**src/hdl/wws_pkg.sv**
```systemverilog
// Shared constants, types and window table for the windowed watchdog supervisor
package wws_pkg;

  ////////////////////////////////////////////////////////////////////////////////
  // Clock and time base
  localparam int unsigned CLK_PERIOD_NS = 25;
  localparam int unsigned TICK_NS       = 1000;
  localparam int unsigned TICK_CYC      = (TICK_NS + CLK_PERIOD_NS - 1) / CLK_PERIOD_NS;
  localparam int unsigned MR_MIN_NS     = 1000;
  localparam int unsigned MR_MIN_CYC    = (MR_MIN_NS + CLK_PERIOD_NS - 1) / CLK_PERIOD_NS;
  localparam int unsigned US_PER_MS     = 1000;

  localparam int DIV_W = 6;
  localparam int CNT_W = 27;

  typedef logic [DIV_W-1:0] wws_div_t;
  typedef logic [CNT_W-1:0] wws_cnt_t;

  localparam wws_div_t DIV_ZERO  = 6'h0;
  localparam wws_div_t DIV_ONE   = 6'h1;
  localparam wws_div_t TICK_LAST = DIV_W'(TICK_CYC - 1);
  localparam wws_div_t MR_LAST   = DIV_W'(MR_MIN_CYC - 1);

  localparam wws_cnt_t CNT_ZERO = 27'h0;
  localparam wws_cnt_t CNT_ONE  = 27'h1;

  ////////////////////////////////////////////////////////////////////////////////
  // Durations, in ticks of one microsecond
  localparam int unsigned HOLD_MS  = 180;
  localparam int unsigned FAULT_MS = 1;
  localparam wws_cnt_t    HOLD_US  = CNT_W'(HOLD_MS * US_PER_MS);
  localparam wws_cnt_t    FAULT_US = CNT_W'(FAULT_MS * US_PER_MS);

  ////////////////////////////////////////////////////////////////////////////////
  // Watchdog modes
  typedef enum logic [1:0] {
    WD_RESET = 2'b00,
    WD_RUN   = 2'b01,
    WD_FAULT = 2'b10
  } wws_mode_t;

  ////////////////////////////////////////////////////////////////////////////////
  // Window options 0..7, each limit mid-range, in microseconds
  function automatic wws_cnt_t wws_fast_us(input int unsigned sel);
    case (sel)
      0:       return 27'h4e2;
      1,2,3,4: return 27'h30d4;
      5:       return 27'h4e20;
      6:       return 27'h84d0;
      default: return 27'h9a0d8;
    endcase
  endfunction

  function automatic wws_cnt_t wws_slow_us(input int unsigned sel);
    case (sel)
      0:       return 27'h30d4;
      1:       return 27'h1e848;
      2:       return 27'h5b8d8;
      3:       return 27'hbebc20;
      4:       return 27'h47868c0;
      5:       return 27'hd6d8;
      6:       return 27'h17318;
      default: return 27'h17a6b0;
    endcase
  endfunction

endpackage

```
**src/hdl/wws_base_if.sv**
```systemverilog
// Time base tick and filtered manual reset passed between supervisor modules
`timescale 1ns/100ps
`default_nettype none
interface wws_base_if;
  logic tick;
  logic mr_act;
  modport src (output tick, output mr_act);
  modport snk (input tick, input mr_act);
endinterface
`default_nettype wire

```
**src/hdl/wws_base.sv**
```systemverilog
// Microsecond time base and manual reset glitch filter
`timescale 1ns/100ps
`default_nettype none
module wws_base
  import wws_pkg::*;
(
  // Clock and reset
  input  wire logic   clock,
  input  wire logic   rst_b,
  // Manual reset pin
  input  wire logic   manual_reset_n,
  // To the supervisor core
  wws_base_if.src     base
);

  typedef struct packed {
    wws_div_t div;
    logic     tick;
    wws_div_t low_cnt;
    logic     act;
  } wws_base_state_t;

  wws_base_state_t st_q;
  wws_base_state_t st_d;

  ////////////////////////////////////////////////////////////////////////////////
  always_comb begin
    st_d = st_q;
    if (st_q.div == TICK_LAST) begin
      st_d.div  = DIV_ZERO;
      st_d.tick = 1'b1;
    end else begin
      st_d.div  = st_q.div + DIV_ONE;
      st_d.tick = 1'b0;
    end
    // Low must stand the full minimum before it counts
    if (manual_reset_n) begin
      st_d.low_cnt = DIV_ZERO;
      st_d.act     = 1'b0;
    end else if (st_q.low_cnt == MR_LAST) begin
      st_d.act = 1'b1;
    end else begin
      st_d.low_cnt = st_q.low_cnt + DIV_ONE;
    end
  end

  always_ff @(posedge clock or negedge rst_b) begin
    if (!rst_b) begin
      st_q <= '0;
    end else begin
      st_q <= st_d;
    end
  end

  assign base.tick   = st_q.tick;
  assign base.mr_act = st_q.act;

  AST_MR_GLITCH: assert property (@(posedge clock) disable iff (!rst_b)
    $rose(st_q.act) |-> !$past(manual_reset_n, 1) && (st_q.low_cnt == MR_LAST))
    else $error("manual reset taken before its minimum low time");

endmodule
`default_nettype wire

```
**src/hdl/wws_top.sv**
```systemverilog
// Supply and activity supervisor with reset generator and windowed watchdog
`timescale 1ns/100ps
`default_nettype none
module wws_top
  import wws_pkg::*;
#(
  parameter int unsigned WINDOW_SEL  = 0,
  parameter wws_cnt_t    FAST_TICKS  = wws_fast_us(WINDOW_SEL),
  parameter wws_cnt_t    SLOW_TICKS  = wws_slow_us(WINDOW_SEL),
  parameter wws_cnt_t    HOLD_TICKS  = HOLD_US,
  parameter wws_cnt_t    FAULT_TICKS = FAULT_US
) (
  // Clock and reset
  input  wire logic clock,
  input  wire logic rst_b,
  // Supervised conditions
  input  wire logic supply_low,
  input  wire logic manual_reset_n,
  // Processor kick
  input  wire logic watchdog_kick_in,
  // Reset output, push-pull
  output var  logic reset_out_n,
  // Fault pulse, open-drain: enable high while pulling low
  output var  logic watchdog_fault_pulse_n,
  output var  logic watchdog_fault_oe,
  // Fault kind, held during the pulse
  output var  logic fast_fault,
  output var  logic slow_fault
);

  ////////////////////////////////////////////////////////////////////////////////
  // State

  typedef struct packed {
    logic      reset_n;
    logic      fault_n;
    logic      fault_oe;
    logic      fast_flag;
    logic      slow_flag;
    logic      kick_prev;
    logic      first;
    wws_mode_t mode;
    wws_cnt_t  hold_cnt;
    wws_cnt_t  wd_cnt;
    wws_cnt_t  fault_cnt;
  } wws_state_t;

  localparam wws_state_t ST_RESET = '{
    reset_n:   1'b0,
    fault_n:   1'b1,
    fault_oe:  1'b0,
    fast_flag: 1'b0,
    slow_flag: 1'b0,
    kick_prev: 1'b1,
    first:     1'b1,
    mode:      WD_RESET,
    hold_cnt:  27'h0,
    wd_cnt:    27'h0,
    fault_cnt: 27'h0
  };

  wws_state_t st_q;
  wws_state_t st_d;

  wws_base_if base_i ();

  logic kick_edge;
  logic cause;

  ////////////////////////////////////////////////////////////////////////////////
  // Time base and manual reset filter

  wws_base u_base (
    .clock          (clock),
    .rst_b          (rst_b),
    .manual_reset_n (manual_reset_n),
    .base           (base_i)
  );

  ////////////////////////////////////////////////////////////////////////////////
  // Helpers

  function automatic wws_state_t start_fault(input wws_state_t s, input logic fast);
    wws_state_t r;
    r           = s;
    r.mode      = WD_FAULT;
    r.fault_n   = 1'b0;
    r.fault_oe  = 1'b1;
    r.fast_flag = fast;
    r.slow_flag = ~fast;
    r.fault_cnt = CNT_ZERO;
    r.wd_cnt    = CNT_ZERO;
    return r;
  endfunction

  function automatic wws_state_t rearm(input wws_state_t s);
    wws_state_t r;
    r           = s;
    r.fault_n   = 1'b1;
    r.fault_oe  = 1'b0;
    r.fast_flag = 1'b0;
    r.slow_flag = 1'b0;
    r.wd_cnt    = CNT_ZERO;
    r.first     = 1'b1;
    return r;
  endfunction

  function automatic logic at_limit(input wws_cnt_t cnt, input wws_cnt_t limit);
    return cnt >= limit - CNT_ONE;
  endfunction

  assign kick_edge = st_q.kick_prev & ~watchdog_kick_in;
  assign cause     = supply_low | base_i.mr_act;

  ////////////////////////////////////////////////////////////////////////////////
  // Next state

  always_comb begin
    st_d           = st_q;
    st_d.kick_prev = watchdog_kick_in;

    // Reset generator
    if (cause) begin
      st_d.reset_n  = 1'b0;
      st_d.hold_cnt = CNT_ZERO;
    end else if (!st_q.reset_n && base_i.tick) begin
      if (at_limit(st_q.hold_cnt, HOLD_TICKS)) begin
        st_d.reset_n = 1'b1;
      end else begin
        st_d.hold_cnt = st_q.hold_cnt + CNT_ONE;
      end
    end

    // Watchdog
    unique case (st_q.mode)
      WD_RESET: begin
        st_d = rearm(st_d);
        if (st_q.reset_n) begin
          st_d.mode = WD_RUN;
        end
      end
      WD_RUN: begin
        if (kick_edge) begin
          if (!st_q.first && st_q.wd_cnt < FAST_TICKS) begin
            st_d = start_fault(st_d, 1'b1);
          end else begin
            st_d.wd_cnt = CNT_ZERO;
            st_d.first  = 1'b0;
          end
        end else if (base_i.tick) begin
          if (at_limit(st_q.wd_cnt, SLOW_TICKS)) begin
            st_d = start_fault(st_d, 1'b0);
          end else begin
            st_d.wd_cnt = st_q.wd_cnt + CNT_ONE;
          end
        end
      end
      WD_FAULT: begin
        // Kicks are not looked at here
        st_d.wd_cnt = CNT_ZERO;
        if (base_i.tick) begin
          if (at_limit(st_q.fault_cnt, FAULT_TICKS)) begin
            st_d      = rearm(st_d);
            st_d.mode = WD_RUN;
          end else begin
            st_d.fault_cnt = st_q.fault_cnt + CNT_ONE;
          end
        end
      end
      default: begin
        st_d      = rearm(st_d);
        st_d.mode = WD_RESET;
      end
    endcase

    // Reset active: timer cleared, fault pin released, kicks ignored
    if (!st_d.reset_n) begin
      st_d      = rearm(st_d);
      st_d.mode = WD_RESET;
    end
  end

  always_ff @(posedge clock or negedge rst_b) begin
    if (!rst_b) begin
      st_q <= ST_RESET;
    end else begin
      st_q <= st_d;
    end
  end

  always_comb begin
    reset_out_n            = st_q.reset_n;
    watchdog_fault_pulse_n = st_q.fault_n;
    watchdog_fault_oe      = st_q.fault_oe;
    fast_fault             = st_q.fast_flag;
    slow_fault             = st_q.slow_flag;
  end

  ////////////////////////////////////////////////////////////////////////////////
  // Checks

  AST_RESET_ON_CAUSE: assert property (@(posedge clock) disable iff (!rst_b)
    cause |=> !st_q.reset_n)
    else $error("reset output not low while a reset cause is present");

  AST_RESET_HOLD: assert property (@(posedge clock) disable iff (!rst_b)
    $rose(st_q.reset_n) |-> $past(st_q.hold_cnt) == HOLD_TICKS - CNT_ONE
      && !$past(cause))
    else $error("reset released before the hold period");

  AST_FAST_FAULT: assert property (@(posedge clock) disable iff (!rst_b)
    (st_q.mode == WD_RUN) && kick_edge && !st_q.first && (st_q.wd_cnt < FAST_TICKS)
      && st_q.reset_n && !cause
    |=> !watchdog_fault_pulse_n && fast_fault && watchdog_fault_oe)
    else $error("early kick did not raise a fast fault");

  AST_SLOW_FAULT: assert property (@(posedge clock) disable iff (!rst_b)
    (st_q.mode == WD_RUN) && !kick_edge && base_i.tick
      && (st_q.wd_cnt == SLOW_TICKS - CNT_ONE) && st_q.reset_n && !cause
    |=> !watchdog_fault_pulse_n && slow_fault)
    else $error("missing kick did not raise a slow fault");

  AST_PULSE_LEN: assert property (@(posedge clock) disable iff (!rst_b)
    $rose(st_q.fault_n) && st_q.reset_n |-> $past(st_q.fault_cnt) == FAULT_TICKS - CNT_ONE)
    else $error("fault pulse ended at the wrong length");

  AST_FIRST_FREE: assert property (@(posedge clock) disable iff (!rst_b)
    (st_q.mode == WD_RUN) && st_q.first && kick_edge && st_q.reset_n && !cause
    |=> st_q.fault_n ##0 st_q.wd_cnt == CNT_ZERO ##0 !st_q.first)
    else $error("first kick after release raised a fault");

  AST_MR_CLEARS: assert property (@(posedge clock) disable iff (!rst_b)
    base_i.mr_act |=> !reset_out_n && watchdog_fault_pulse_n && !watchdog_fault_oe
      && (st_q.wd_cnt == CNT_ZERO))
    else $error("manual reset did not clear the watchdog");

  AST_FAULT_IGNORES: assert property (@(posedge clock) disable iff (!rst_b)
    (st_q.mode == WD_FAULT) && kick_edge |=> (st_q.wd_cnt == CNT_ZERO)
      && ($past(st_q.fault_cnt) <= st_q.fault_cnt || st_q.fault_n))
    else $error("kick acted while the fault pulse was active");

  AST_RESTART: assert property (@(posedge clock) disable iff (!rst_b)
    $rose(st_q.fault_n) || $rose(st_q.reset_n)
    |-> (st_q.wd_cnt == CNT_ZERO) && st_q.first)
    else $error("timer not restarted on release");

  AST_FAULT_NEEDS_RUN: assert property (@(posedge clock) disable iff (!rst_b)
    !reset_out_n |-> watchdog_fault_pulse_n && !watchdog_fault_oe)
    else $error("fault pulse while reset is asserted");

  AST_HOLD_RESTART: assert property (@(posedge clock) disable iff (!rst_b)
    cause |=> (st_q.hold_cnt == CNT_ZERO))
    else $error("hold counter not restarted by a reset cause");

  AST_HOLD_BOUND: assert property (@(posedge clock) disable iff (!rst_b)
    !st_q.reset_n |-> (st_q.hold_cnt < HOLD_TICKS))
    else $error("hold counter ran past the hold period");

  AST_PULSE_MIN: assert property (@(posedge clock) disable iff (!rst_b)
    $fell(st_q.fault_n) && !cause |=> !st_q.fault_n)
    else $error("fault pulse ended one clock after it began");

  AST_PIN_PAIR: assert property (@(posedge clock) disable iff (!rst_b)
    watchdog_fault_oe != watchdog_fault_pulse_n)
    else $error("fault enable and fault value disagree");

  AST_ONE_KIND: assert property (@(posedge clock) disable iff (!rst_b)
    !watchdog_fault_pulse_n |-> (fast_fault != slow_fault))
    else $error("fault pulse without exactly one fault kind");

  AST_FLAGS_END: assert property (@(posedge clock) disable iff (!rst_b)
    $rose(st_q.fault_n) |-> !fast_fault && !slow_fault)
    else $error("fault kind still shown after the pulse");

  AST_MODE_NEEDS_RELEASE: assert property (@(posedge clock) disable iff (!rst_b)
    (st_q.mode != WD_RESET) |-> st_q.reset_n)
    else $error("watchdog active while reset is asserted");

  AST_TIMER_BOUND: assert property (@(posedge clock) disable iff (!rst_b)
    (st_q.mode == WD_RUN) |-> (st_q.wd_cnt < SLOW_TICKS))
    else $error("watchdog timer ran past the slow limit");

  AST_KICK_IN_RESET: assert property (@(posedge clock) disable iff (!rst_b)
    !st_q.reset_n && kick_edge |=> st_q.first && (st_q.wd_cnt == CNT_ZERO))
    else $error("kick acted while reset was asserted");

endmodule
`default_nettype wire

```
**config.mk**
```make
export PLATFORM = sky130hd
export DESIGN_NAME = wws_top
export DESIGN_NICKNAME = d
export VERILOG_FILES = /design/src/hdl/wws_pkg.sv /design/src/hdl/wws_base_if.sv /design/src/hdl/wws_base.sv /design/src/hdl/wws_top.sv
export SDC_FILE = /design/constraint.sdc
export NUM_CORES = 1
export LEC_CHECK = 0
export BUFFER_PORTS_ARGS = -buffer_cell sky130_fd_sc_hd__buf_2
export CAP_MARGIN = 40
export CORE_MARGIN = 5
export CORE_UTILIZATION = 45
export DETAILED_ROUTE_END_ITERATION = 16
export SLEW_MARGIN = 0
export SYNTH_ARGS = -nofsm -noshare
export SYNTH_HDL_FRONTEND = slang
export SYNTH_SLANG_ARGS = --single-unit
```
**constraint.sdc**
```tcl
create_clock -name clock -period 4.5 [get_ports clock]
set_clock_uncertainty 0.05 [all_clocks]
set_input_delay 0.9 -clock clock [delete_from_list [all_inputs] [get_ports clock]]
set_output_delay 0.9 -clock clock [all_outputs]
set_load 0.02 [all_outputs]
```
* After elaboration in Yosys (flattened, before gate mapping) *
Cells that the tools add are included.

cells by class
  $add $sub $neg = 5
  multipliers = 0
  divide/modulo/power cells = 0
  order comparisons = 4
  eq/ne operators = 13
  shift operators = 0
  multiplexer cells = 25
  bitwise operators = 3
  reductions and logical operators = 9

operators with widths
  operator                                                                  number
  89-bit two-way mux                                                        3
  89-bit one-hot mux with 3 select lines                                    1
  27-bit two-way mux                                                        7
  90-bit two-way mux                                                        1
  27-bit by 1-bit adder with 27-bit output (second input constant)          3
  62-bit two-way mux                                                        1
  35-bit two-way mux                                                        1
  29-bit two-way mux                                                        1
  27-bit by 10-bit >= comparator with 1-bit output (second input constant)  1
  27-bit by 14-bit >= comparator with 1-bit output (second input constant)  1
  27-bit by 18-bit >= comparator with 1-bit output (second input constant)  1
  27-bit by 11-bit < comparator with 1-bit output (second input constant)   1
  7-bit two-way mux                                                         2
  6-bit by 1-bit adder with 6-bit output (second input constant)            2
  6-bit equality test (second input constant)                               2
  3-bit inequality test (second input constant)                             4
  4-bit inequality test (second input constant)                             2
  6-bit two-way mux                                                         1
  6-bit AND reduction                                                       1
  1-bit two-way mux                                                         5
  5-bit two-way mux                                                         1
  5-bit AND reduction                                                       1
  4-bit by 3-bit inequality test with 1-bit output (second input constant)  1
  4-bit AND reduction                                                       1
  12 further kinds                                                          14

word-level totals
  flip-flop bits (word level) = 104
  latch bits = 0
  bits in writable memories = 0
  bits in read-only memories = 0
  bits of input ports = 5
  output and inout port bits = 5
  word-level logic and storage cells = 74
  memories kept = 0

* Depth between registers and ports, before layout *
Gate-level depths: netlist (run 1).

  depth after elaboration = 9
  gate-level depth with buffers = 8
  depth with buffers taken out = 7

* By module *
A second synthesis (run 1) with hierarchy kept.

unflattened totals
  cell total of the unflattened synthesis = 571
  area total of the unflattened synthesis = 5368.9 um^2

modules (own cells, without submodules)
  module    times used  cells an instance  area an instance (um^2)  sequential area each (um^2)
  wws_top   1           517                4740.8                   2255.9
  wws_base  1           54                 628.1                    350.3

* Worst setup path before layout (run 1) *
Ideal clock, no wire load.

  path type = flip-flop to flip-flop
  start = reg st_q[29] in the netlist's numbering
  end = reg st_q[9] in the netlist's numbering
  setup time = 0.076 ns
  arrival = 2.657 ns
  path slack = 1.717 ns
  cell stages (with the launch flop) = 9
  buffers on the path = 2
  period minus slack after synthesis = 2.783 ns
  cells stage by stage = dfrtp_1 > buf_6 > or4_1 > a311o_1 > a2111oi_4 > o221ai_2 > buf_6 > or4_4 > a21oi_2

on the way
  cells in the longest elaborated chain, start to end = 6
  elaborated cells on any way between the ends = 9
  classes of those cells = order compare (2); mux (6); reduce/logical (1)

RTL lines
  item                                                                                                                 RTL line                        text
  from (decl)                                                                                                          wws_top.sv:62                   wws_state_t st_q;
  from (signal assigned)                                                                                               wws_top.sv:187                  st_q <= st_d;
  27-bit by 14-bit >= comparator with 1-bit output or 27-bit by 11-bit < comparator with 1-bit output (tied branches)  wws_top.sv:109, wws_top.sv:144
  27-bit two-way mux or 1-bit logical AND (tied branches)                                                              wws_top.sv:151, wws_top.sv:144
  89-bit two-way mux or 27-bit two-way mux (tied branches)                                                             wws_top.sv:150, wws_top.sv:144
  89-bit two-way mux *                                                                                                 wws_top.sv:143                  if (kick_edge) begin
  89-bit one-hot mux with 3 select lines *                                                                             wws_top.sv:135                  unique case (st_q.mode)
  90-bit two-way mux *                                                                                                 wws_top.sv:177                  if (!st_d.reset_n) begin

Every way passes the cells marked *; elsewhere a longest branch is shown, timed or not. The select of a mux whose other input is x is not followed.
A chain may end at the register's enable or synchronous reset.

* Final worst setup path (run 1) *
  start = reg st_q[54] in the netlist's numbering
  end = reg st_q[67] in the netlist's numbering

on the way
  cells in the longest elaborated chain, start to end = 9
  elaborated cells on any way between the ends = 13
  classes of those cells = add/sub (1); order compare (1); mux (11)

RTL lines
  item                                                                                                          RTL line                        text
  27-bit by 1-bit adder with 27-bit output or 27-bit by 18-bit >= comparator with 1-bit output (tied branches)  wws_top.sv:130, wws_top.sv:109
  27-bit two-way mux *                                                                                          wws_top.sv:127                  if (at_limit(st_q.hold_cnt, HOLD_TICKS)) begin
  27-bit two-way mux *                                                                                          wws_top.sv:126                  end else if (!st_q.reset_n && base_i.tick) begin
  27-bit two-way mux *                                                                                          wws_top.sv:123                  if (cause) begin
  35-bit two-way mux                                                                                            wws_top.sv:151                  if (at_limit(st_q.wd_cnt, SLOW_TICKS)) begin
  89-bit two-way mux                                                                                            wws_top.sv:150                  end else if (base_i.tick) begin
  89-bit two-way mux                                                                                            wws_top.sv:143
  89-bit one-hot mux with 3 select lines *                                                                      wws_top.sv:135
  90-bit two-way mux *                                                                                          wws_top.sv:177

Marked as above.

==> out/metrics.cfg, run 1 <==
[layout]
fin_nets=507
diodes=0
drive_gt1_frac=0.0896
fin_cells=642
final_cell_mix=101 x dfrtp_1, 70 x nor2_1, 37 x nand2_1
stdcell_area_sq_um=5300
mostFrequentLayoutCell=dfrtp_1
area_growth_pct=7.95

[setup_path]
start_kind=register
crit_arrival_ns=3.48
cp_num_cells=7
path_max_fanout=11
timing.critical_path.buf_inv=0
critPathKind=reg -> reg
reg2reg_depth=7
cp_data_required_time_ns=4.78
slowest_delay_ns=0.63
endpoint_kind=register
cp_slowest_cell=a211oi_1
cp_cell_sequence=ha_1 > a21o_1 > a2111o_1 > a211oi_1 > nand4_1 > or4_1 > nand2_1
cp_top_family=compound AO/OA/AOI/OAI gates

[floorplan]
std_cell_rows=38
initial_core_util=0.455
die_x_microns=114
num_io_pins=10
core_area_sq_um=10800
die_h_microns=114
dieArea_sq_um=13100

[timing]
final-setup-viol-count=0
clock.fmax_mhz=313
report.final.slew_viol_count=0
worst_slack_ns=1.30
tightest_slew_ns=0.859
setup-tns-final_ns=0
period_minus_slack_ns=3.20
finalCritPeriodShare=0.711
whs_ns=0.333
rsz0062_at_grt=false
hold_viol_final=0
relSlewSlack=0.425

[placement]
dp_slack_ns=1.30
port_buffers=9
place_hpwl_mm=6.79
dp_cells=626
dpl_cell_area_sq_um=5120
gp_congestion=0.790

[logic_synthesis]
synth_cell_type_count=61
ys_ff_latch=104
seq_area_frac_synth=0.531
ys_warn_count=0
async_flop_share=1.00
syn_area_sq_um=4910
synth_edf_count=0
synth_top_flop_cell=dfrtp_1
syn_nets=495
syn-mean-instance-area_sq_um=10.1
synth_cells=485

[clock_tree]
post_cts_buffers=0
cts_resized=0
cts_root_buffer=clkbuf_8
cts_hold_repair.buffers=0
cts_tree=yes
clock_path_buffers=2
worstSkewPairLatency_ns=0.39
cts.sinks=104
path_clk_slew_ns=0.10
h-tree-depth=3
numCtsBuffers=9

[global_route]
grt_pass1_vias=3603
grt_overflow=0
grt_pass1_wl_mm=17.4
grt_use_total=0.167
grt_max_degree=63
antenna_found_initial=0

[job]
drv_cap=0

[drt]
first_iter_violations=214
drt_first_pass_iters=4
finalWirelength_mm=9.91
drc=0
viasPerCell=5.64
via_count=3622
post_drt_wl_per_cell_microns=15.4
ant_nets=0

[power_and_ir_drop]
power_density_nw_per_um2=288
p_leak_nw=2.26
ir_drop_v=0.000254

[outcome]
status=completed

[worst_hold_path]
min_path_type=in -> async

==> per-stage QoR <==
stage	util	total power, mW
final	0.491	1.53
after global routing	0.491	1.60
after CTS	0.491	1.56
after detailed placement	0.475	0.997
after global placement	0.472	0.993
after floorplan	-	0.969
==> power by group <==
| group | total (mW) | internal [mW] | switching (mW) | leakage, nW |
|---|---|---|---|---|
| logic | 0.0357 | 0.00835 | 0.0273 | 0.769 |
| clock network | 0.549 | 0.207 | 0.342 | 0.0879 |
| registers | 0.941 | 0.938 | 0.00331 | 1.40 |
==> cell type report <==
type | count | area [sq um]
Fill cell | 991 | 5490
Sequential cell | 104 | 2610
Multi-Input combinational cell | 364 | 2230
Tap cell | 140 | 175
Clock buffer | 9 | 124
Timing Repair Buffer | 13 | 97.6
Clock inverter | 7 | 53.8
Inverter | 5 | 18.8
==> synthesized netlist by cell type, types with 2 or more instances <==
| master | count | share of area |
|---|---|---|
| dfrtp_1 | 101 | 0.51 |
| nor2_1 | 70 | 0.053 |
| nand2_1 | 37 | 0.028 |
| and2_1 | 25 | 0.032 |
| xor2_1 | 20 | 0.036 |
| a21oi_1 | 18 | 0.018 |
| nand3_1 | 18 | 0.018 |
| nand4_1 | 18 | 0.023 |
| nor4_1 | 16 | 0.020 |
| nor3_1 | 13 | 0.013 |
| and3_1 | 12 | 0.015 |
| o21ai_0 | 11 | 0.011 |
| xnor2_1 | 11 | 0.020 |
| clkbuf_1 | 10 | 0.0076 |
| or4_1 | 10 | 0.015 |
| a31oi_1 | 8 | 0.010 |
| o21a_1 | 6 | 0.0092 |
| ha_1 | 5 | 0.013 |
| inv_1 | 5 | 0.0038 |
| nor2b_1 | 5 | 0.0064 |
| nor3b_1 | 5 | 0.0076 |
| o31ai_1 | 5 | 0.0076 |
| o211ai_1 | 4 | 0.0061 |
| a211oi_1 | 3 | 0.0046 |
| dfstp_2 | 3 | 0.016 |
| mux2i_1 | 3 | 0.0061 |
| a21boi_0 | 2 | 0.0031 |
| a22oi_1 | 2 | 0.0031 |
| a311oi_1 | 2 | 0.0036 |
| a41oi_1 | 2 | 0.0036 |
| and4_1 | 2 | 0.0036 |
| buf_6 | 2 | 0.0046 |
| nand2b_1 | 2 | 0.0025 |
| nand3b_1 | 2 | 0.0031 |
==> metal layers <==
layer,global-route usage,share of wire,vias to the layer above
met5,0,0,-
met4,0.0594,0.014,0
met3,0.0402,0.028,10
met2,0.272,0.49,38
met1,0.217,0.47,1789
li1,-,-,1785
==> cell families (layout without fill, tap and decap cells) <==
family	count (synthesis)	in the layout	synth area share
and+or+nand+nor	246	246	0.263
DFF	104	104	0.531
AOI/OAI and AO/OA	79	79	0.116
xor gates and xnor gates	31	31	0.0553
buffers and inverters	17	34	0.0160
adders and majority gates	5	5	0.0127
muxes	3	3	0.00611
==> flip-flops by register name (all words and copies together), names as in the netlist <==
register,cells
u_base.base.tick,1
slow_fault,1
watchdog_fault_pulse_n,1
st_q,85
reset_out_n,1
u_base.base.mr_act,1
watchdog_fault_oe,1
fast_fault,1
u_base.st_q,12
==> worst paths after layout <==
check	startpoint	to	slack [ns]
max in group asynchronous	rst_b	watchdog_fault_pulse_n	3.44
min reg2reg	u_base.st_q[8]	u_base.st_q[8]	0.41
max	st_q[54]	st_q[67]	1.30
min	rst_b	st_q[37]	0.33
max reg2reg	st_q[54]	st_q[67]	1.30
min in group clock	u_base.st_q[8]	u_base.st_q[8]	0.41
Note: power is estimated with default switching activity, not from simulation.
==> run 2, diff against run 1 <==
--- a/config.mk
+++ b/config.mk
@@ -5,6 +5,7 @@
 export SDC_FILE = /design/constraint.sdc
 export NUM_CORES = 1
 export LEC_CHECK = 0
+export ABC_AREA = 1
 export BUFFER_PORTS_ARGS = -buffer_cell sky130_fd_sc_hd__buf_2
 export CAP_MARGIN = 40
 export CORE_MARGIN = 5
==> constraint.sdc (replaced) <==
create_clock -name clock -period 3 [get_ports clock]
set_clock_uncertainty 0.05 [all_clocks]
set_input_delay 0.6 -clock clock [delete_from_list [all_inputs] [get_ports clock]]
set_output_delay 0.6 -clock clock [all_outputs]
set_load 0.02 [all_outputs]
==> run 2 against run 1 <==
Compared with the run above:
- utilization rose by 0.056 points
- cell count increased by 46%
- setup slack got worse by 0.56 ns
- sequential power up 53%
- combinational power increased to 2.7 times the previous value
- critical path type unchanged
- flip-flop and latch count unchanged
- clock-buffer cell count is 1 higher
- critical path depth up 6
- largest cell class is now multi-input gates
- power increased by 75%
- routed wire length is 17% higher
- first-iteration DRC count rose by 38%
- register-to-register slack lost 0.56 ns
==> out/metrics.cfg, run 2 <==
[drt]
first_iter_violations=296  ; +38%
wl_met2_mm=5.35  ; +11%
viasPerCell=4.92  ; -13%
finalWirelength_mm=11.6  ; +17%
wl_met1_mm=5.69  ; +22%
ant_nets=0  ; unchanged
drc=0  ; unchanged
top_layer=met4
routed-wl-met3_microns=343  ; +23%
drt_first_pass_iters=4  ; unchanged
post_drt_wl_per_cell_microns=12.3  ; -20%
via_count=4625  ; +28%

[clock_tree]
clock_path_buffers=2  ; unchanged
path_clk_slew_ns=0.07  ; -0.03 ns
h-tree-depth=3  ; unchanged
worstSkewPairLatency_ns=0.35  ; -0.04 ns
cts_hold_repair.buffers=0  ; unchanged
cts.sinks=104  ; unchanged
post_cts_buffers=0  ; unchanged
cts_resized=0  ; unchanged
numCtsBuffers=9  ; unchanged
cts_root_buffer=clkbuf_16
cts_tree=yes

[placement]
gp_congestion=0.882  ; +12%
port_buffers=9  ; unchanged
place_hpwl_mm=8.31  ; +22%
dpl_cell_area_sq_um=5920  ; +15%

[global_route]
grt_use_total=0.167  ; +0.000395
antenna_found_initial=0  ; unchanged
grt_pass1_vias=4356  ; +21%
grt_pass1_wl_mm=20.4  ; +17%
grt_max_degree=66  ; +4.8%
grt_overflow=0  ; unchanged

[setup_path]
cp_cell_sequence=inv_1 > nor2_1 > nand2_1 > nand2_1 > nand3_1 > nand2_1 > nand2_1 > nand3_2 > inv_2 > nand2_2 > inv_2 > nand2_1 > o21ai_0
critPathKind=reg -> reg
path_max_fanout=26  ; +15
start_kind=register
cp_slowest_cell=dfrtp_1
slowest_delay_ns=0.51  ; -0.12 ns
crit_arrival_ns=2.43  ; -1.05 ns
cp_data_required_time_ns=3.17  ; -1.61 ns
endpoint_kind=register
crit_top_cell=nand2_1

[timing]
clock.fmax_mhz=442  ; +42%
final-setup-viol-count=0  ; unchanged
tightest_slew_ns=0.763  ; -0.0960 ns
setup-tns-final_ns=0  ; unchanged
relSlewSlack=0.491  ; +0.0655
report.final.slew_viol_count=0  ; unchanged
finalCritPeriodShare=0.754  ; +0.0425
rsz0062_at_grt=false
hold_viol_final=0  ; unchanged
period_minus_slack_ns=2.26  ; -0.939 ns

[layout]
area_growth_pct=7.59
final_cell_mix=177 x nand2_1, 148 x nor2_1, 101 x dfrtp_1
top_regs=st_q: 85 flops, u_base.st_q: 12 flops
drive_gt1_frac=0.0872  ; -0.00240
fin_nets=773  ; +52%
top_register=st_q
diodes=0  ; unchanged
stdcell_area_sq_um=6210  ; +17%
mostFrequentLayoutCell=nand2_1
largest_reg_flops=85  ; unchanged

[logic_synthesis]
synth_top_flop_cell=dfrtp_1
syn-mean-instance-area_sq_um=7.56  ; -25%
synth_edf_count=0  ; unchanged
synth_most_common_cell=nand2_1
syn_nets=773  ; +56%
ys_warn_count=0  ; unchanged
syn_area_sq_um=5770  ; +17%
ys_ff_latch=104  ; unchanged
synthTopCellsByArea=dfrtp_1 44%, nand2_1 12%, nor2_1 9.6%, inv_1 6.1%, nand3_1 5.2%
seq_area_frac_synth=0.452  ; -0.0788
async_flop_share=1.00  ; unchanged
synth_cell_type_count=37  ; -39%
synth_cells=763  ; +57%
yosys.area.top_type=dfrtp_1
ys_top_cells_by_count=177 x nand2_1, 148 x nor2_1, 101 x dfrtp_1
yosysTopAreaCellShare=0.438  ; -0.0764

[floorplan]
std_cell_rows=41  ; +7.9%
die_x_microns=123  ; +7.6%
dieArea_sq_um=15200  ; +16%
die_h_microns=123  ; +7.6%
core_area_sq_um=12600  ; +17%
initial_core_util=0.457  ; +0.00203
num_io_pins=10  ; unchanged

[power_and_ir_drop]
ir_drop_v=0.000292  ; +15%
p_leak_nw=2.98  ; +32%
power_density_nw_per_um2=431  ; +50%

[job]
drv_cap=0  ; unchanged

[outcome]
status=completed

[worst_hold_path]
min_path_type=in -> async

run 2: logic make-up (layout without fill, tap and decap cells):
group                      Yosys count  in the layout  synth area share
AOI/OAI and AO/OA                   35             35            0.0425
xor gates and xnor gates            33             33            0.0501
adders and majority gates            5              5            0.0108
buffers and inverters              121            126            0.0900
DFF                                104            104             0.452
and+or+nand+nor                    465            465             0.355
run 2: cell type report:
class	count	area [sq um]
inverters	98	368
flip-flops and latches	104	2610
clock buffers	10	229
fillers	1283	6410
repair buffers	12	82.6
clock inverters	6	62.6
well taps	172	215
multi-input cells	538	2640
run 2: final timing paths:
path	start	to	slack [ns]	cells past startpoint
min in group clock	watchdog_kick_in	st_q[84]	0.30	1
worst max-delay path	st_q[32]	st_q[2]	0.74	13
worst max register to register	st_q[32]	st_q[2]	0.74	13
worst min-delay path	rst_b	st_q[31]	0.17	1
worst min register to register	u_base.st_q[8]	u_base.st_q[8]	0.41	1
max in group asynchronous	rst_b	st_q[83]	1.97	2
run 2: metrics by stage:
step / cells / setup WS, ns / hold slack, ns / util / total power, mW
6_report: 940 / 0.739 / 0.172 / 0.492 / 2.68
5_1_grt: 940 / 0.482 / 0.211 / 0.492 / 2.79
4_1_cts: 940 / 0.728 / 0.184 / 0.492 / 2.72
3_5_place_dp: 924 / 0.625 / 0.402 / 0.469 / 1.56
3_3_place_gp: 924 / 0.687 / 0.397 / 0.469 / 1.56
2_1_floorplan: 763 / 1.18 / 0.254 / - / 1.52
run 2: power by group:
part	internal [mW]	total [mW]	switching, mW
logic	0.0277	0.0953	0.0676
registers	1.42	1.44	0.0157
clock network	0.586	1.14	0.559
total	2.04	2.68	0.642
run 2: metal layers:
metal,track usage,vias to the layer above
met5,0,-
met4,0.0581,0
met3,0.0270,14
met2,0.267,66
met1,0.231,2142
li1,-,2403
run 2: critical path, delay by kind of cell (launching register included):
kind / cells / cell delay [ns]
AOI/OAI and AO/OA: 1 / 0.07
DFF: 1 / 0.51
and+or+nand+nor: 9 / 1.10
buffers and inverters: 3 / 0.40
